===== src/core/logic_scan_cfg_regs.vh =====
/*
  Register offsets, field positions, reset values and timing counts for the
  logic cell, scan timing and pin assignment register group.
  Assumes a 10 MHz core clock and an 8-bit register port driven by the serial front end.
*/
// Behaviour
// Bit 6 of the logic function register inverts the logic cell output when set.
// Bits 3, 4 and 5 of the logic function register invert inputs A, B and C before the cell.
// The 3-bit function field selects off, AND, OR, XOR, flip-flop, or pass A, B or C.
// Writing 1 to bit 1 of the latch control register sets the cell flip-flop; a write with bit 0 also 1 clears it instead.
// Writing 1 to bit 0 of the latch control register clears the cell flip-flop.
// The cell output is debounced before event handling unless the bypass bit is set.
// With the event enable bit set, cell output activity queues events; cleared, none.
// The level bit picks whether a low or a high cell output counts as active.
// Bit 3 of the scan timing register selects a row precharge of 100 us or 200 us.
// The 2-bit poll field selects 10, 20, 30 or 40 ms between scan cycles.
// Each of row assignment bits 0 to 5 makes its pin keypad row n or GPIO n+1.
// Each of column assignment bits 0 to 4 makes its pin keypad column n or GPIO n+7.
// Pins in GPIO mode may take alternate functions chosen by the extended bits.
// With its extended bit set, row 0 drives the logic cell output instead of GPIO 1.
// With its extended bit set, row 3 feeds logic input C instead of GPIO 4.
// Reserved bits read as zero and writes to them are ignored.
// The host finishes pin and function setup before enabling logic events.
`ifndef LOGIC_SCAN_CFG_REGS_VH
`define LOGIC_SCAN_CFG_REGS_VH

`define ADDR_LOGIC_FUNCTION_CFG 8'h36
`define ADDR_LOGIC_LATCH_CTRL 8'h37
`define ADDR_LOGIC_EVENT_CFG 8'h38
`define ADDR_SCAN_TIMING_CFG 8'h39
`define ADDR_ROW_PIN_ASSIGN 8'h3A
`define ADDR_COLUMN_PIN_ASSIGN 8'h3B

`define MASK_LOGIC_FUNCTION_CFG 8'h7F
`define MASK_LOGIC_LATCH_CTRL 8'h03
`define MASK_LOGIC_EVENT_CFG 8'h07
`define MASK_SCAN_TIMING_CFG 8'h0B
`define MASK_ROW_PIN_ASSIGN 8'h3F
`define MASK_COLUMN_PIN_ASSIGN 8'h1F

`define RESET_CFG 8'h00

`define BIT_OUTPUT_INVERT 6
`define BIT_INPUT_C_INVERT 5
`define BIT_INPUT_B_INVERT 4
`define BIT_INPUT_A_INVERT 3
`define BIT_LATCH_SET 1
`define BIT_LATCH_CLEAR 0
`define BIT_DEBOUNCE_BYPASS 2
`define BIT_EVENT_ENABLE 1
`define BIT_ACTIVE_LEVEL 0
`define BIT_PRECHARGE_LONG 3

`define FUNC_OFF 3'h0
`define FUNC_AND 3'h1
`define FUNC_OR 3'h2
`define FUNC_XOR 3'h3
`define FUNC_FLOP 3'h4
`define FUNC_PASS_A 3'h5
`define FUNC_PASS_B 3'h6
`define FUNC_PASS_C 3'h7

`define CLK_HZ 10000000
`define PRECHARGE_SHORT_US 100
`define PRECHARGE_LONG_US 200
`define POLL_STEP_MS 10
`define PRECHARGE_SHORT_CYC ((`PRECHARGE_SHORT_US * (`CLK_HZ / 1000000)))
`define PRECHARGE_LONG_CYC ((`PRECHARGE_LONG_US * (`CLK_HZ / 1000000)))
`define POLL_STEP_CYC ((`POLL_STEP_MS * (`CLK_HZ / 1000)))
`define DEBOUNCE_CYC 4

`endif


===== src/core/logic_scan_pin_cfg.v =====
/*
  Logic cell, event detection, scan timing and pin assignment register group.
  Assumes the serial front end gives one-cycle write and read strobes with an 8-bit address,
  and that pin and logic inputs are synchronous to ref_clk.
*/
`timescale 1ns/1ps
`default_nettype none
`include "logic_scan_cfg_regs.vh"
module logic_scan_pin_cfg #(
  parameter DEBOUNCE_CYCLES = `DEBOUNCE_CYC,
  parameter PRECHARGE_SHORT_CYCLES = `PRECHARGE_SHORT_CYC,
  parameter PRECHARGE_LONG_CYCLES = `PRECHARGE_LONG_CYC,
  parameter POLL_STEP_CYCLES = `POLL_STEP_CYC
) (
  // Clock and reset.
  input wire ref_clk,
  input wire rst_b,
  // Register port from the serial front end.
  input wire [7:0] reg_addr,
  input wire reg_write,
  input wire [7:0] reg_wdata,
  input wire reg_read,
  output reg [7:0] reg_rdata,
  // Logic cell inputs from the pins.
  input wire logic_input_a,
  input wire logic_input_b,
  input wire gpio_c_in,
  input wire row3_pin_in,
  // Extended alternate-function bits from the extended pin register.
  input wire row0_alt_function,
  input wire row3_alt_function,
  input wire row4_alt_function,
  input wire col0_alt_function,
  input wire col1_alt_function,
  // Alternate sources from neighbouring blocks.
  input wire first_pulse_output,
  input wire second_pulse_output,
  input wire reset_generator_out,
  // Logic cell results.
  output reg logic_output,
  output reg logic_event,
  output reg logic_active,
  // Scan timing.
  output reg precharge_done,
  output reg scan_start,
  // Pin assignment.
  output reg [5:0] row_is_key,
  output reg [4:0] col_is_key,
  output reg row0_out,
  output reg row0_oe,
  output reg row4_out,
  output reg row4_oe,
  output reg col0_out,
  output reg col0_oe,
  output reg col1_out,
  output reg col1_oe
);
  reg [7:0] logic_function_cfg_reg;
  reg [7:0] logic_latch_ctrl_reg;
  reg [7:0] logic_event_cfg_reg;
  reg [7:0] scan_timing_cfg_reg;
  reg [7:0] row_pin_assign_reg;
  reg [7:0] column_pin_assign_reg;
  reg logic_flip_flop_reg;
  reg cell_reg;
  reg prev_clean_reg;
  reg [23:0] poll_count_reg;
  reg [15:0] pre_count_reg;
  reg precharging_reg;
  wire clean_out;
  wire in_a;
  wire in_b;
  wire in_c;
  wire raw_c;
  reg cell_next;
  reg [23:0] poll_limit;
  reg [15:0] pre_limit;
  reg [31:0] poll_product;

  function [7:0] reg_mask;
    input [7:0] addr;
    begin
      case (addr)
        `ADDR_LOGIC_FUNCTION_CFG: reg_mask = `MASK_LOGIC_FUNCTION_CFG;
        `ADDR_LOGIC_LATCH_CTRL: reg_mask = `MASK_LOGIC_LATCH_CTRL;
        `ADDR_LOGIC_EVENT_CFG: reg_mask = `MASK_LOGIC_EVENT_CFG;
        `ADDR_SCAN_TIMING_CFG: reg_mask = `MASK_SCAN_TIMING_CFG;
        `ADDR_ROW_PIN_ASSIGN: reg_mask = `MASK_ROW_PIN_ASSIGN;
        `ADDR_COLUMN_PIN_ASSIGN: reg_mask = `MASK_COLUMN_PIN_ASSIGN;
        default: reg_mask = 8'h00;
      endcase
    end
  endfunction

  // Register writes; reserved bits are masked off.
  always @(posedge ref_clk) begin
    if (!rst_b) begin
      logic_function_cfg_reg <= `RESET_CFG;
      logic_latch_ctrl_reg <= `RESET_CFG;
      logic_event_cfg_reg <= `RESET_CFG;
      scan_timing_cfg_reg <= `RESET_CFG;
      row_pin_assign_reg <= `RESET_CFG;
      column_pin_assign_reg <= `RESET_CFG;
    end else if (reg_write) begin
      case (reg_addr)
        `ADDR_LOGIC_FUNCTION_CFG: logic_function_cfg_reg <= reg_wdata & reg_mask(reg_addr);
        `ADDR_LOGIC_LATCH_CTRL: logic_latch_ctrl_reg <= reg_wdata & reg_mask(reg_addr);
        `ADDR_LOGIC_EVENT_CFG: logic_event_cfg_reg <= reg_wdata & reg_mask(reg_addr);
        `ADDR_SCAN_TIMING_CFG: scan_timing_cfg_reg <= reg_wdata & reg_mask(reg_addr);
        `ADDR_ROW_PIN_ASSIGN: row_pin_assign_reg <= reg_wdata & reg_mask(reg_addr);
        `ADDR_COLUMN_PIN_ASSIGN: column_pin_assign_reg <= reg_wdata & reg_mask(reg_addr);
        default: ;
      endcase
    end
  end

  // Read data is registered and appears the cycle after the strobe.
  always @(posedge ref_clk) begin
    if (!rst_b) begin
      reg_rdata <= 8'h00;
    end else if (reg_read) begin
      case (reg_addr)
        `ADDR_LOGIC_FUNCTION_CFG: reg_rdata <= logic_function_cfg_reg;
        `ADDR_LOGIC_LATCH_CTRL: reg_rdata <= logic_latch_ctrl_reg;
        `ADDR_LOGIC_EVENT_CFG: reg_rdata <= logic_event_cfg_reg;
        `ADDR_SCAN_TIMING_CFG: reg_rdata <= scan_timing_cfg_reg;
        `ADDR_ROW_PIN_ASSIGN: reg_rdata <= row_pin_assign_reg;
        `ADDR_COLUMN_PIN_ASSIGN: reg_rdata <= column_pin_assign_reg;
        default: reg_rdata <= 8'h00;
      endcase
    end
  end

  // Input C comes from row 3 when its alternate function is chosen.
  assign raw_c = (row3_alt_function && !row_pin_assign_reg[3]) ? row3_pin_in : gpio_c_in;
  assign in_a = logic_input_a ^ logic_function_cfg_reg[`BIT_INPUT_A_INVERT];
  assign in_b = logic_input_b ^ logic_function_cfg_reg[`BIT_INPUT_B_INVERT];
  assign in_c = raw_c ^ logic_function_cfg_reg[`BIT_INPUT_C_INVERT];

  // Cell flip-flop: A clocks in data B on a rising edge; set and clear writes override.
  reg prev_a_reg;
  always @(posedge ref_clk) begin
    if (!rst_b) begin
      logic_flip_flop_reg <= 1'b0;
      // Starts high so a pin already high after reset gives no false clock edge.
      prev_a_reg <= 1'b1;
    end else begin
      prev_a_reg <= in_a;
      if (reg_write && reg_addr == `ADDR_LOGIC_LATCH_CTRL && reg_wdata[`BIT_LATCH_CLEAR]) begin
        logic_flip_flop_reg <= 1'b0;
      end else if (reg_write && reg_addr == `ADDR_LOGIC_LATCH_CTRL
                   && reg_wdata[`BIT_LATCH_SET]) begin
        logic_flip_flop_reg <= 1'b1;
      end else if (in_a && !prev_a_reg) begin
        logic_flip_flop_reg <= in_b;
      end
    end
  end

  // Function select.
  always @* begin
    case (logic_function_cfg_reg[2:0])
      `FUNC_OFF: cell_next = 1'b0;
      `FUNC_AND: cell_next = in_a & in_b & in_c;
      `FUNC_OR: cell_next = in_a | in_b | in_c;
      `FUNC_XOR: cell_next = in_a ^ in_b ^ in_c;
      `FUNC_FLOP: cell_next = logic_flip_flop_reg;
      `FUNC_PASS_A: cell_next = in_a;
      `FUNC_PASS_B: cell_next = in_b;
      `FUNC_PASS_C: cell_next = in_c;
      default: cell_next = 1'b0;
    endcase
  end

  always @(posedge ref_clk) begin
    if (!rst_b) begin
      cell_reg <= 1'b0;
      logic_output <= 1'b0;
    end else begin
      cell_reg <= cell_next ^ logic_function_cfg_reg[`BIT_OUTPUT_INVERT];
      logic_output <= cell_next ^ logic_function_cfg_reg[`BIT_OUTPUT_INVERT];
    end
  end

  output_debouncer #(
    .STABLE_CYCLES(DEBOUNCE_CYCLES)
  ) debounce_inst (
    .ref_clk(ref_clk),
    .rst_b(rst_b),
    .bypass(logic_event_cfg_reg[`BIT_DEBOUNCE_BYPASS]),
    .raw_in(cell_reg),
    .clean_out(clean_out)
  );

  // Event on each entry into the active level, and level for the interrupt block.
  always @(posedge ref_clk) begin
    if (!rst_b) begin
      prev_clean_reg <= 1'b0;
      logic_event <= 1'b0;
      logic_active <= 1'b0;
    end else begin
      prev_clean_reg <= clean_out;
      logic_active <= logic_event_cfg_reg[`BIT_EVENT_ENABLE]
                      && (clean_out == logic_event_cfg_reg[`BIT_ACTIVE_LEVEL]);
      logic_event <= logic_event_cfg_reg[`BIT_EVENT_ENABLE] && (clean_out != prev_clean_reg)
                     && (clean_out == logic_event_cfg_reg[`BIT_ACTIVE_LEVEL]);
    end
  end

  // Scan timing: poll interval, then row precharge, then scan start.
  always @* begin
    poll_product = POLL_STEP_CYCLES * ({30'h0, scan_timing_cfg_reg[1:0]} + 32'h00000001);
    poll_limit = poll_product[23:0];
    pre_limit = scan_timing_cfg_reg[`BIT_PRECHARGE_LONG] ? PRECHARGE_LONG_CYCLES[15:0]
                : PRECHARGE_SHORT_CYCLES[15:0];
  end

  always @(posedge ref_clk) begin
    if (!rst_b) begin
      poll_count_reg <= 24'h000000;
      pre_count_reg <= 16'h0000;
      precharging_reg <= 1'b0;
      precharge_done <= 1'b0;
      scan_start <= 1'b0;
    end else begin
      precharge_done <= 1'b0;
      scan_start <= 1'b0;
      if (precharging_reg) begin
        if (pre_count_reg + 16'h0001 >= pre_limit) begin
          precharging_reg <= 1'b0;
          pre_count_reg <= 16'h0000;
          precharge_done <= 1'b1;
          scan_start <= 1'b1;
        end else begin
          pre_count_reg <= pre_count_reg + 16'h0001;
        end
      end else if (poll_count_reg + 24'h000001 >= poll_limit) begin
        poll_count_reg <= 24'h000000;
        precharging_reg <= 1'b1;
      end else begin
        poll_count_reg <= poll_count_reg + 24'h000001;
      end
    end
  end

  // Pin assignment and alternate functions.
  always @(posedge ref_clk) begin
    if (!rst_b) begin
      row_is_key <= 6'h00;
      col_is_key <= 5'h00;
      row0_out <= 1'b0;
      row0_oe <= 1'b0;
      row4_out <= 1'b0;
      row4_oe <= 1'b0;
      col0_out <= 1'b0;
      col0_oe <= 1'b0;
      col1_out <= 1'b0;
      col1_oe <= 1'b0;
    end else begin
      row_is_key <= row_pin_assign_reg[5:0];
      col_is_key <= column_pin_assign_reg[4:0];
      row0_out <= cell_next ^ logic_function_cfg_reg[`BIT_OUTPUT_INVERT];
      row0_oe <= row0_alt_function && !row_pin_assign_reg[0];
      row4_out <= reset_generator_out;
      row4_oe <= row4_alt_function && !row_pin_assign_reg[4];
      col0_out <= first_pulse_output;
      col0_oe <= col0_alt_function && !column_pin_assign_reg[0];
      col1_out <= second_pulse_output;
      col1_oe <= col1_alt_function && !column_pin_assign_reg[1];
    end
  end
endmodule
`default_nettype wire


===== src/core/output_debouncer.v =====
/*
  Debounces the logic cell output, or passes it straight through when bypassed.
  Assumes the input is synchronous to ref_clk.
*/
`timescale 1ns/1ps
`default_nettype none
module output_debouncer #(
  parameter STABLE_CYCLES = 4
) (
  // Clock and reset.
  input wire ref_clk,
  input wire rst_b,
  // Signal path.
  input wire bypass,
  input wire raw_in,
  output reg clean_out
);
  reg [7:0] stable_count_reg;
  reg last_reg;

  always @(posedge ref_clk) begin
    if (!rst_b) begin
      stable_count_reg <= 8'h00;
      last_reg <= 1'b0;
      clean_out <= 1'b0;
    end else begin
      last_reg <= raw_in;
      if (bypass) begin
        clean_out <= raw_in;
        stable_count_reg <= 8'h00;
      end else if (raw_in != last_reg) begin
        stable_count_reg <= 8'h00;
      end else if (stable_count_reg < STABLE_CYCLES[7:0]) begin
        stable_count_reg <= stable_count_reg + 8'h01;
      end else begin
        clean_out <= last_reg;
      end
    end
  end
endmodule
`default_nettype wire


===== config.mk =====
export PLATFORM = sky130hd
export DESIGN_NAME = logic_scan_pin_cfg
export DESIGN_NICKNAME = d
export VERILOG_FILES = /design/src/core/logic_scan_pin_cfg.v /design/src/core/output_debouncer.v
export VERILOG_INCLUDE_DIRS = /design/src /design/src/core
export SDC_FILE = /design/constraint.sdc
export NUM_CORES = 1
export LEC_CHECK = 0
export BUFFER_PORTS_ARGS = -buffer_cell sky130_fd_sc_hd__buf_4
export CORE_AREA = 2 2 117 119
export DETAILED_ROUTE_END_ITERATION = 10
export DIE_AREA = 0 0 119 121
export GPL_ROUTABILITY_DRIVEN = 0
export GPL_TIMING_DRIVEN = 1
export PLACE_DENSITY = 0.6
export SLEW_MARGIN = 20
export SYNTH_ARGS = -nofsm -noshare
export SYNTH_HDL_FRONTEND = slang
export SYNTH_SLANG_ARGS = --single-unit

===== constraint.sdc =====
create_clock -name ref_clk -period 5.5 [get_ports ref_clk]
set_input_delay 0.275 -clock ref_clk [delete_from_list [all_inputs] [get_ports ref_clk]]
set_output_delay 0.275 -clock ref_clk [all_outputs]
set_load 0.03 [all_outputs]

==> After elaboration in Yosys (flattened, before gate mapping) <==
Index checks and enable logic that the tools add are counted.
{ "word_totals": {"register_bits": 132, "inputBits": 32, "wordCells": 135} }
{ "op_classes": {"addsub": 4, "multipliers": 1, "n_lt_le_gt_ge": 3, "eq_ne": 18, "muxes": 33, "bitwise": 17, "n_reduce_logical": 30} }
{ "ops": {"columns": ["operator", "count"], "rows": [
  ["$mux 8", 18],
  ["$and 8x8->8", 6],
  ["$eq 8x6->1 const B", 6],
  ["$pmux 8 s6", 1],
  ["$add 24x1->24 const B", 1],
  ["$ge 24x20->1", 1],
  ["$mux 24", 1],
  ["$add 16x1->16 const B", 1],
  ["$ge 16x11->1", 1],
  ["$mux 16", 1],
  ["$reduce_and 2->1", 8],
  ["$mul 12x3->15 const A", 1],
  ["$eq 3x3->1 const B", 4],
  ["$logic_and 1x1->1", 12],
  ["$mux 11", 1],
  ["$mux 1", 10],
  ["$add 8x1->8 const B", 1],
  ["$lt 8x3->1 const B", 1],
  ["$pmux 1 s8", 1],
  ["$eq 3x2->1 const B", 2],
  ["$logic_not 1->1", 6],
  ["$xor 1x1->1", 6],
  ["$ne 2x2->1 const B", 2],
  ["$add 2x1->3 const B", 1],
  ["other kinds (10)", 13]
]} }

==> Logic depth before layout (Yosys ltp) <==
Gate-level depths: netlist of the first run.
{ "logic_depth": {"ltp_word": 7, "depth_mapped": 18, "ltp_nobuf": 16} }

==> Cells and area by module <==
From an unflattened synthesis of the first run, not the netlist that was laid out.
{ "hier_totals": {"hier_cells": 622, "area_unflattened_um2": 5680.4} }
{ "by_module_without_submodules": {"columns": ["mod", "n_inst", "cells_per_inst", "area_per_inst_um2", "seq_area_each_um2"], "rows": [
  ["logic_scan_pin_cfg", 1, 581, 5286.3, 1981.9],
  ["output_debouncer", 1, 41, 394.1, 200.2]
]} }

==> Worst setup path before layout of the first run <==
No wires, ideal clock.
{ "synth_timing": {"kind": "flip-flop to flip-flop", "start": "reg scan_timing_cfg_reg[0]", "end": "reg poll_count_reg[10]", "setup_ns": 0.074, "arrival_time_ns": 3.445, "t_required_ns": 5.426, "slack_ns": 1.981, "path_stages_with_launch": 16, "n_path_buf": 0, "period_less_slack_ns": 3.519, "path_cell_list": "dfxtp_1 > inv_1 > ha_1 > xnor2_1 > ha_1 > inv_1 > o21ai_0 > xor2_1 > ha_1 > nand4_1 > a21oi_1 > a2111oi_0 > a211oi_2 > nand4b_4 > or4_1 > a31oi_1"} }
{ "synth_via": {"elab_chain_cells": 4} }
{ "synth_lines": {"columns": ["item", "line", "text"], "rows": [
  ["from (decl)", "logic_scan_pin_cfg.v:61", "reg [7:0] scan_timing_cfg_reg;"],
  ["from (signal assigned)", "logic_scan_pin_cfg.v:101", "scan_timing_cfg_reg <= `RESET_CFG;"],
  ["from (signal assigned)", "logic_scan_pin_cfg.v:109", "`ADDR_SCAN_TIMING_CFG: scan_timing_cfg_reg <= reg_wdata & reg_mask(reg_addr);"],
  ["$add 2x1->3", "logic_scan_pin_cfg.v:212", "poll_product = POLL_STEP_CYCLES * ({30'h0, scan_timing_cfg_reg[1:0]} + 32'h00000001);"],
  ["$mul 12x3->15", "logic_scan_pin_cfg.v:212", null],
  ["$ge 24x20->1", "logic_scan_pin_cfg.v:237", "end else if (poll_count_reg + 24'h000001 >= poll_limit) begin"],
  ["$mux 24", "logic_scan_pin_cfg.v:237", null],
  ["to (signal assigned)", "logic_scan_pin_cfg.v:241", "poll_count_reg <= poll_count_reg + 24'h000001;"],
  ["to (decl)", "logic_scan_pin_cfg.v:67", "reg [23:0] poll_count_reg;"]
]} }
No other way between the ends.
A chain may end at the register's enable or synchronous reset.

==> Worst setup path in the final report of the first run <==
{ "layout_timing": {"start": "reg scan_timing_cfg_reg[0]", "end": "reg poll_count_reg[13]"} }
The elaborated chain is that of the path after synthesis.

==> results of run 1 <==
[layout make-up]
cell class                      count  area, sq um  share of cell area
Tap cell                          176          220              0.0335
Clock buffer                       10          229              0.0348
Timing Repair Buffer               64          480              0.0730
Sequential cell                   109         2180               0.332
Clock inverter                      6         37.5             0.00571
Inverter                           21         78.8              0.0120
Multi-Input combinational cell    486         3350               0.509
[worst paths after layout]
path / from / to / cells past startpoint
max reg2reg: scan_timing_cfg_reg[0]$_SDFFE_PN0P_ / poll_count_reg[13]$_SDFFE_PN0N_ / 15
min reg2reg: row_pin_assign_reg[4]$_SDFFE_PN0P_ / row4_oe$_SDFF_PN0_ / 1
max: scan_timing_cfg_reg[0]$_SDFFE_PN0P_ / poll_count_reg[13]$_SDFFE_PN0N_ / 15
min: second_pulse_output / col1_out$_SDFF_PN0_ / 2
[layer usage]
metal | share of wire | vias to the layer above | track usage
li1 | - | 2386 | -
met1 | 0.47 | 2216 | 0.230
met2 | 0.48 | 64 | 0.306
met3 | 0.043 | 12 | 0.0489
met4 | 0.012 | 0 | 0.0513
met5 | 0 | - | 0
[power groups by stage]
stage	registers, W	logic (W)	clock network [W]
detailed placement	0.000825	0.0000836	0
finish	0.000807	0.0000829	0.000602
global route	0.000808	0.0000914	0.000653
floorplan	0.000828	0.0000455	0
global placement	0.000824	0.0000817	0
CTS	0.000807	0.0000839	0.000625
[stage by stage]
step | total power [W] | hold WS, ns | setup WS, ns | utilization
2_1_floorplan | 0.000874 | 0.398 | 1.98 | -
3_3_place_gp | 0.000906 | 0.442 | 1.25 | 0.482
3_5_place_dp | 0.000909 | 0.446 | 1.20 | 0.482
4_1_cts | 0.00152 | 0.117 | 1.15 | 0.503
5_1_grt | 0.00155 | 0.112 | 0.631 | 0.503
6_report | 0.00149 | 0.131 | 1.15 | 0.503
[cells in the final DEF, fill, tap and decap left out, types with 7 or more instances in the layout]
cell type,Yosys,layout
nor2b_1,24,24
nand2_1,63,63
buf_4,3,64
clkbuf_16,0,9
nor2_1,34,34
inv_1,20,20
xor2_1,17,17
xnor2_1,16,16
o21ai_0,16,16
nand4_1,8,8
mux2i_1,27,27
nor4_1,8,8
and2_1,37,37
a21boi_0,11,11
nand2b_1,11,11
ha_1,33,33
or4_1,7,7
a21oi_1,19,19
and3_1,9,9
nor3b_1,7,7
dfxtp_1,109,109
a31oi_1,15,15
nand3_1,38,38
[Yosys cell counts, types with 5 or more instances]
| cell type | n | area share |
|---|---|---|
| a21boi_0 | 11 | 0.014 |
| a21oi_1 | 19 | 0.016 |
| a22oi_1 | 5 | 0.0065 |
| a31oi_1 | 15 | 0.016 |
| and2_1 | 37 | 0.040 |
| and3_1 | 9 | 0.0097 |
| and4_1 | 5 | 0.0076 |
| clkbuf_1 | 27 | 0.018 |
| dfxtp_1 | 109 | 0.38 |
| ha_1 | 33 | 0.071 |
| inv_1 | 20 | 0.013 |
| mux2i_1 | 27 | 0.047 |
| nand2_1 | 63 | 0.041 |
| nand2b_1 | 11 | 0.012 |
| nand3_1 | 38 | 0.033 |
| nand3b_1 | 5 | 0.0065 |
| nand4_1 | 8 | 0.0087 |
| nor2_1 | 34 | 0.022 |
| nor2b_1 | 24 | 0.026 |
| nor3b_1 | 7 | 0.0091 |
| nor4_1 | 8 | 0.0087 |
| o21ai_0 | 16 | 0.014 |
| o22ai_1 | 5 | 0.0054 |
| or4_1 | 7 | 0.0091 |
| xnor2_1 | 16 | 0.024 |
| xor2_1 | 17 | 0.026 |
[kinds of logic (layout without fill, tap and decap cells)]
group,Yosys count,after routing,synth area share
buf+inv,58,101,0.0437
flops,109,109,0.377
compound gates,107,107,0.128
simple gates,279,279,0.269
fa+ha+maj,34,34,0.0731
other cells,1,1,0.000648
mux,32,32,0.0584
xor+xnor,33,33,0.0500
[critical path, cell delays in order, from the launching register on]
cell       delay, ns
dfxtp_1         0.58
inv_1           0.18
ha_1            0.39
xnor2_1         0.22
ha_1            0.20
inv_1           0.06
o21ai_0         0.20
xor2_1          0.17
ha_1            0.27
nand4_1         0.12
a21oi_1         0.06
a2111oi_0       0.46
a211oi_2        0.18
and4b_1         0.81
nand3_1         0.16
a31oi_1         0.21
==> metrics.cfg, run 1 <==
[power_and_ir_drop]
combPwrFrac=0.056
power.density_mw_per_mm2=227
p_sw_w=0.000348
p_sw_frac=0.233
p_seq_frac=0.541
ir_drop_mv=0.183
clockPowerShare=0.403
leakage_nw=2.59
intPower_w=0.00114

[final_layout]
finalNonFillerCells=872
largest_reg_flops=24
drive_above_1_share=0.139
n_antenna_cell=0
area_growth_syn_to_layout_pct=13.7
nFillCells=1245
finalInstanceArea_sq_mm=0.00658
nets=756

[timing]
fmax_ghz=0.230
rsz0062_at_grt=no
skew_ns=0.00949
finalCriticalPeriod_ns=4.35
slew_headroom=0.337
finalCritPeriodShare=0.791
finalSetupViolCount=0
fin_tns_setup_ns=0
tightest_slew_ns=0.994
drv_slew=0
final_hold_viol_count=0

[routing]
wl_mm=12.8
drc_errors=0
ant_nets=0
drtIter0Drc=311
wl_per_cell_um=14.6
vias=4678
viasPerCell=5.36
drt_pre_antenna_iters=5

[die]
die_w_um=119
fp.dieArea_sq_mm=0.0144
core_area_sq_mm=0.0131
rows=42
die_h_um=121
start_util=0.442
ios=64

[critical_path]
cp_max_fo=19
start_kind=register
cp.required_ns=5.77
cp_data_arrival_time_ns=4.62
crit_type=reg -> reg
setup.worst_path.end_class=register
rrSetupSlack_ns=1.15

[run_status]
status=finished clean

[clocking]
root_buffer=clkbuf_16
insertion_delay_ns=0.35
clk_pin_slew_ns=0.07
h-tree-depth=3
cts_tree=built
cts_hold_repair.buffers=0
clock_path_buffers=2
cts_buffers=9
cts_setup_buffers=0
clock-sinks=109
ctsResizeCount=0

[synth]
ys_ff_latch=109
yosysWarnings=0
yosysSeqAreaShare=0.377
yosys_most_used_dff=dfxtp_1
synthCells=653
synth_nets=718
synth_edf_count=0
ys_types=74
postSynthAreaPerCell_sq_um=8.86
synth-async-reset-ratio=0
syn_area_sq_mm=0.00578

[global_route]
grt_max_degree=68
grt_pass1_vias=4463
grtUsageTotal=0.182
grt-ovfl-total=0
antenna_found_initial=0
grt_pass1_wl_mm=21.3

[worst_hold_path]
hp-class=in -> reg

[placed_design]
dp_hpwl_mm=8.90
dp_cells=856
io_buffers=61
place_area_sq_mm=0.00631

[run]
maxCapViolCount=0

No activity file was read; power rests on OpenSTA's default activity.
==> run 2, diff against run 1 <==
- PLACE_DENSITY: 0.6 -> 0.62
- clock period: 5.5 -> 3.6 ns (I/O delays scaled with it)
==> run 2 against run 1 <==
Net effect: clock skew decreased by 0.0022 ns; sequential power increased by 52%; highest routed layer unchanged; first-iteration DRC count decreased by 3.5%; global-route usage increased by 1.0 points; final cell count increased by 6.5%; die area unchanged; fmax increased by 24%; combinational power increased by 62%; hold slack got worse by 0.093 ns; design area increased by 11%.
==> metrics.cfg, run 2 (same netlist as run 1, synthesis figures left out) <==
[run_status]
status=finished clean  ; unchanged

[clocking]
cts_tree=built  ; unchanged
h-tree-depth=3  ; unchanged
cts_buffers=9  ; unchanged
clk_pin_slew_ns=0.07  ; about the same
root_buffer=clkbuf_16  ; unchanged
clock_path_buffers=2  ; unchanged
insertion_delay_ns=0.35  ; about the same
clock-sinks=109  ; unchanged

[power_and_ir_drop]
combPwrFrac=0.054  ; was 0.056
p_sw_frac=0.223  ; was 0.233
p_sw_w=0.000552  ; was 0.000348 W
clockPowerShare=0.447  ; was 0.403
leakage_nw=2.99  ; was 2.59 nW
p_seq_frac=0.498  ; was 0.541
ir_drop_mv=0.263  ; was 0.183 mV
intPower_w=0.00192  ; was 0.00114 W
power.density_mw_per_mm2=339  ; was 227 mW/mm^2

[critical_path]
rrSetupSlack_ns=0.09  ; was 1.15 ns
max_stage_delay_ns=0.40  ; was 0.81 ns
cp_max_fo=4  ; was 19
path_cells=nand4_1 > buf_6 > nor4_4 > buf_4 > nand4_1 > xnor2_2 > ha_1 > and4_1 > and2_4 > maj3_2 > o22ai_4 > nand4b_4 > buf_6 > or4_4 > a31oi_1  ; was inv_1 > ha_1 > xnor2_1 > ha_1 > inv_1 > o21ai_0 > xor2_1 > ha_1 > nand4_1 > a21oi_1 > a2111oi_0 > a211oi_2 > and4b_1 > nand3_1 > a31oi_1
r2r-end=poll_count_reg[10]$_SDFFE_PN0N_  ; was poll_count_reg[13]$_SDFFE_PN0N_
path_delay_family=simple AND/OR/NAND/NOR gates  ; was compound AO/OA/AOI/OAI gates
r2r_cells=15  ; unchanged
path_buf_inv=3  ; was 2
crit_type=reg -> reg  ; unchanged
cp.required_ns=3.87  ; was 5.77 ns
setup.worst_path.end_class=register  ; unchanged
start_kind=register  ; unchanged
cp_slowest_cell=or4_4  ; was and4b_1
cp_data_arrival_time_ns=3.78  ; was 4.62 ns
r2r_start=poll_count_reg[12]$_SDFFE_PN0N_  ; was scan_timing_cfg_reg[0]$_SDFFE_PN0P_

[worst_hold_path]
hp-class=in -> reg  ; unchanged
min_from=first_pulse_output  ; was second_pulse_output
min_path_cells=2  ; unchanged
hold_end=col0_out$_SDFF_PN0_  ; was col1_out$_SDFF_PN0_

[global_route]
grtUsageTotal=0.192  ; was 0.182
grt_pass1_vias=4769  ; was 4463
antenna_found_initial=0  ; unchanged
grt-ovfl-total=0  ; unchanged
grt_max_degree=68  ; unchanged
grt_pass1_wl_mm=22.6  ; was 21.3 mm

[final_layout]
final_common_cell=buf_4  ; was dfxtp_1
drive_above_1_share=0.248  ; was 0.139
finalInstanceArea_sq_mm=0.00729  ; was 0.00658 sq mm
largest_reg_flops=24  ; unchanged
area_growth_syn_to_layout_pct=26.1  ; was 13.7%
n_antenna_cell=0  ; unchanged
nets=813  ; was 756
finalNonFillerCells=929  ; was 872
layout_common_cells=buf_4 (113), dfxtp_1 (97), nand2_1 (61)  ; was dfxtp_1 (109), buf_4 (64), nand2_1 (63)

[routing]
vias=4948  ; was 4678
drt_pre_antenna_iters=4  ; was 5
wl_mm=13.8  ; was 12.8 mm
viasPerCell=5.33  ; was 5.36
ant_nets=0  ; unchanged
drtIter0Drc=300  ; was 311
drc_errors=0  ; unchanged
wl_per_cell_um=14.9  ; was 14.6 um

[die]
ios=64  ; unchanged
core_area_sq_mm=0.0131  ; unchanged
die_h_um=121  ; unchanged
rows=42  ; unchanged
die_w_um=119  ; unchanged
fp.dieArea_sq_mm=0.0144  ; unchanged
start_util=0.442  ; unchanged

[timing]
skew_ns=0.00731  ; was 0.00949 ns
final_hold_viol_count=0  ; unchanged
tightest_slew_ns=0.794  ; was 0.994 ns
finalCritPeriodShare=0.976  ; was 0.791
finalCriticalPeriod_ns=3.51  ; was 4.35 ns
fin_ws_ns=0.0859  ; was 1.15 ns
finalSetupViolCount=0  ; unchanged
drv_slew=0  ; unchanged
fmax_ghz=0.285  ; was 0.230 GHz
slew_headroom=0.463  ; was 0.337

[placed_design]
place_area_sq_mm=0.00665  ; was 0.00631 sq mm
dp_hpwl_mm=9.42  ; was 8.90 mm
post-place-ws_ns=-0.0271  ; was 1.20 ns
io_buffers=61  ; unchanged
dp_cells=899  ; was 856

[run]
maxCapViolCount=0  ; unchanged

## run 2: cell types whose count changed in the layout (fill, tap and decap cells not counted), sizes merged
cell	change
inv	+2
clkinv	-5
buf	+57
clkbuf	+1
bufinv	+2
## run 2: power groups by stage
| stage | Clock, W | Sequential, W | Combinational, W |
|---|---|---|---|
| after CTS | 0.00113 | 0.00123 | 0.000132 |
| after global placement | 0 | 0.00126 | 0.000127 |
| after global routing | 0.00117 | 0.00124 | 0.000148 |
| after floorplan | 0 | 0.00127 | 0.0000696 |
| after detailed placement | 0 | 0.00126 | 0.000132 |
| final | 0.00111 | 0.00123 | 0.000134 |
## run 2: through the flow
step	total power, W	hold slack, ns	utilization	TNS, ns
2_1_floorplan	0.00133	0.303	-	0
3_3_place_gp	0.00139	0.391	0.508	0
3_5_place_dp	0.00139	0.394	0.508	-0.0631
4_1_cts	0.00250	0.0259	0.537	0
5_1_grt	0.00256	0.0357	0.557	-0.113
6_report	0.00247	0.0381	0.557	0
## run 2: routing by layer
layer / global-route usage / vias to the layer above / wire (um) / part of all wire
met1: 0.248 / 2351 / 6380 / 0.46
met2: 0.323 / 77 / 6740 / 0.49
met4: 0.0558 / 0 / 249 / 0.018
li1: - / 2502 / - / -
met3: 0.0428 / 18 / 453 / 0.033
met5: 0 / - / 0 / 0
## run 2: what timing repair did
item | 4_1_cts | 5_1_grt
gates resized for setup | 6 | 46
hold buffers | 0 | 0
pin swaps | 6 | 25
setup endpoints to repair | 9 | 20
buffers inserted | 3 | 11
endpoints found under the hold margin | 0 | 0
## run 2: final cells by class
class                           count  area [sq um]
Clock buffer                       11           243
Clock inverter                      5          88.8
Fill cell                        1192          5790
Inverter                           21          78.8
Multi-Input combinational cell    486          3510
Sequential cell                   109          2200
Tap cell                          176           220
Timing Repair Buffer              121           947
## run 2: worst max-delay path by stage
| stage | start | to | slack (ns) | cells past startpoint |
|---|---|---|---|---|
| 2_1_floorplan | scan_timing_cfg_reg[0]$_SDFFE_PN0P_ | poll_count_reg[10]$_SDFFE_PN0N_ | 0.08 | 15 |
| 3_3_place_gp | poll_count_reg[12]$_SDFFE_PN0N_ | poll_count_reg[15]$_SDFFE_PN0N_ | 0.02 | 15 |
| 3_5_place_dp | poll_count_reg[0]$_SDFFE_PN0N_ | poll_count_reg[3]$_SDFFE_PN0N_ | -0.03 | 14 |
| 4_1_cts | scan_timing_cfg_reg[0]$_SDFFE_PN0P_ | poll_count_reg[17]$_SDFFE_PN0N_ | 0.01 | 17 |
| 5_1_grt | poll_count_reg[12]$_SDFFE_PN0N_ | poll_count_reg[10]$_SDFFE_PN0N_ | -0.06 | 15 |
| 6_report | poll_count_reg[12]$_SDFFE_PN0N_ | poll_count_reg[10]$_SDFFE_PN0N_ | 0.09 | 15 |
==> run 3, diff against run 2 <==
- PLACE_DENSITY: 0.62 -> 0.6
- clock period: 3.6 -> 3.4 ns (I/O delays scaled with it)
==> run 3 against run 2 <==
Net effect: the run now ends with negative setup slack left; critical endpoint is now poll_count_reg[11]$_SDFFE_PN0N_; sequential share of layout area is essentially flat; final cell count grew 0.97%; critical path depth is the same; core utilization shrank 0.21 points; register-to-register slack lost 0.13 ns; non-clock buffer count grew 9; total power grew 0.56%; design area shrank 0.38%; sequential cell count is the same; highest routed layer unchanged; die area is the same.
==> metrics.cfg, run 3 (same netlist as run 1, synthesis figures left out) <==
[run_status]
status=finished, violations left  ; was finished clean
violations=negative setup slack

[timing]
skew_ns=0.00773  ; was 0.00731 ns
tightest_slew_ns=0.790  ; was 0.794 ns
finalCritPeriodShare=1.01  ; was 0.976
final_hold_viol_count=0  ; unchanged
finalSetupViolCount=6  ; was 0
slew_headroom=0.466  ; was 0.463
whs_ns=0.0237  ; was 0.0381 ns
drv_slew=0  ; unchanged
finalCriticalPeriod_ns=3.44  ; was 3.51 ns
rsz0062_at_grt=yes
fin_ws_ns=-0.0392  ; was 0.0859 ns
fmax_ghz=0.291  ; was 0.285 GHz

[global_route]
antenna_found_initial=0  ; unchanged
grt_pass1_vias=4711  ; was 4769
grt_max_degree=67  ; was 68
grtUsageTotal=0.194  ; was 0.192
grt-ovfl-total=0  ; unchanged
grt_pass1_wl_mm=22.5  ; was 22.6 mm

[routing]
drtIter0Drc=254  ; was 300
ant_nets=0  ; unchanged
viasPerCell=5.28  ; was 5.33
wl_per_cell_um=14.7  ; was 14.9 um
drt_pre_antenna_iters=7  ; was 4
wl_mm=13.8  ; about the same
drc_errors=0  ; unchanged
vias=4955  ; was 4948

[die]
die_h_um=121  ; unchanged
start_util=0.442  ; unchanged
rows=42  ; unchanged
fp.dieArea_sq_mm=0.0144  ; unchanged
ios=64  ; unchanged
core_area_sq_mm=0.0131  ; unchanged
die_w_um=119  ; unchanged

[final_layout]
n_antenna_cell=0  ; unchanged
finalNonFillerCells=938  ; was 929
nets=822  ; was 813
largest_reg_flops=24  ; unchanged
drive_above_1_share=0.241  ; was 0.248
area_growth_syn_to_layout_pct=25.6  ; was 26.1%
layout_common_cells=buf_4 (125), dfxtp_1 (102), nand2_1 (62)  ; was buf_4 (113), dfxtp_1 (97), nand2_1 (61)
final_common_cell=buf_4  ; unchanged

[run]
maxCapViolCount=0  ; unchanged

[clocking]
clk_pin_slew_ns=0.08  ; was 0.07 ns
clock_path_buffers=2  ; unchanged
h-tree-depth=3  ; unchanged
clock-sinks=109  ; unchanged
cts_tree=built  ; unchanged
cts_hold_repair.buffers=0  ; unchanged
cts_buffers=9  ; unchanged
root_buffer=clkbuf_16  ; unchanged
insertion_delay_ns=0.35  ; about the same

[power_and_ir_drop]
ir_drop_mv=0.253  ; was 0.263 mV
leakage_nw=2.99  ; about the same
power.density_mw_per_mm2=342  ; was 339 mW/mm^2

[placed_design]
dp_cells=910  ; was 899
dp_hpwl_mm=9.61  ; was 9.42 mm
io_buffers=61  ; unchanged

[critical_path]
cp.required_ns=3.68  ; was 3.87 ns
start_kind=register  ; unchanged
setup.worst_path.end_class=register  ; unchanged
crit_type=reg -> reg  ; unchanged
cp_max_fo=5  ; was 4
cp_data_arrival_time_ns=3.72  ; was 3.78 ns

[worst_hold_path]
hp-class=in -> reg  ; unchanged

==> run 3: cell types whose count changed in the layout (fill, tap and decap cells not counted), moves of 3 or more <==
cell,before,now
buf_4,113,125
buf_6,7,1
dfxtp_1,97,102
dfxtp_2,10,7
==> run 3: worst paths after layout <==
kind                                       from                              end  slack, ns  cells past startpoint
max              poll_count_reg[6]$_SDFFE_PN0N_  poll_count_reg[11]$_SDFFE_PN0N_      -0.04                     15
min                         second_pulse_output              col1_out$_SDFF_PN0_       0.02                      2
max reg2reg      poll_count_reg[6]$_SDFFE_PN0N_  poll_count_reg[11]$_SDFFE_PN0N_      -0.04                     15
min reg2reg  row_pin_assign_reg[4]$_SDFFE_PN0P_               row4_oe$_SDFF_PN0_       0.46                      1
==> run 3: where the power goes <==
part	switching (W)	total, W	internal, W
Clock	0.000509	0.00104	0.000530
Sequential	0.0000106	0.00130	0.00129
Combinational	0.0000778	0.000144	0.0000665
Total	0.000598	0.00249	0.00189
==> run 3: cell type report <==
class,instances,area (sq um)
fillers,1185,5820
well taps,176,220
multi-input cells,486,3450
flip-flops and latches,109,2190
clock buffers,10,239
inverters,21,78.8
repair buffers,130,1030
clock inverters,6,52.6
==> run 3: metrics by stage <==
step	instance area [sq um]	TNS, ns	util	setup slack [ns]	power, W
detailed placement	6730	-1.36	0.514	-0.165	0.00148
global route	7260	-3.53	0.555	-0.221	0.00259
finish	7260	-0.172	0.555	-0.0392	0.00249
CTS	7130	-0.183	0.545	-0.0751	0.00252
floorplan	5790	0	-	0.0108	0.00141
global placement	6730	-0.534	0.514	-0.0800	0.00147
==> run 3: worst max-delay path, stage by stage, from the launching register on <==
cell and delay, ns:
dfxtp_2 0.37, nand4_4 0.14, nor4_2 0.31, buf_4 0.18, nand4_1 0.13, xnor2_2 0.18
ha_1 0.34, and4_4 0.21, and2_4 0.14, maj3_2 0.32, o22ai_4 0.19, buf_4 0.14
and4b_4 0.31, clkbuf_16 0.17, nand3_1 0.07, a31oi_1 0.15
==> run 3: timing repair <==
item	4_1_cts	5_1_grt
gates cloned	0	3
endpoints found under the setup margin	17	20
pin swaps	18	21
buffers inserted	8	1
gates resized for setup	14	15
==> run 3: per-layer routing <==
metal  share of wire  track usage  up-vias
met2            0.49        0.329       60
met5               0            0        -
met1            0.47        0.247     2352
li1                -            -     2526
met3           0.029       0.0343       17
met4           0.015       0.0714        0
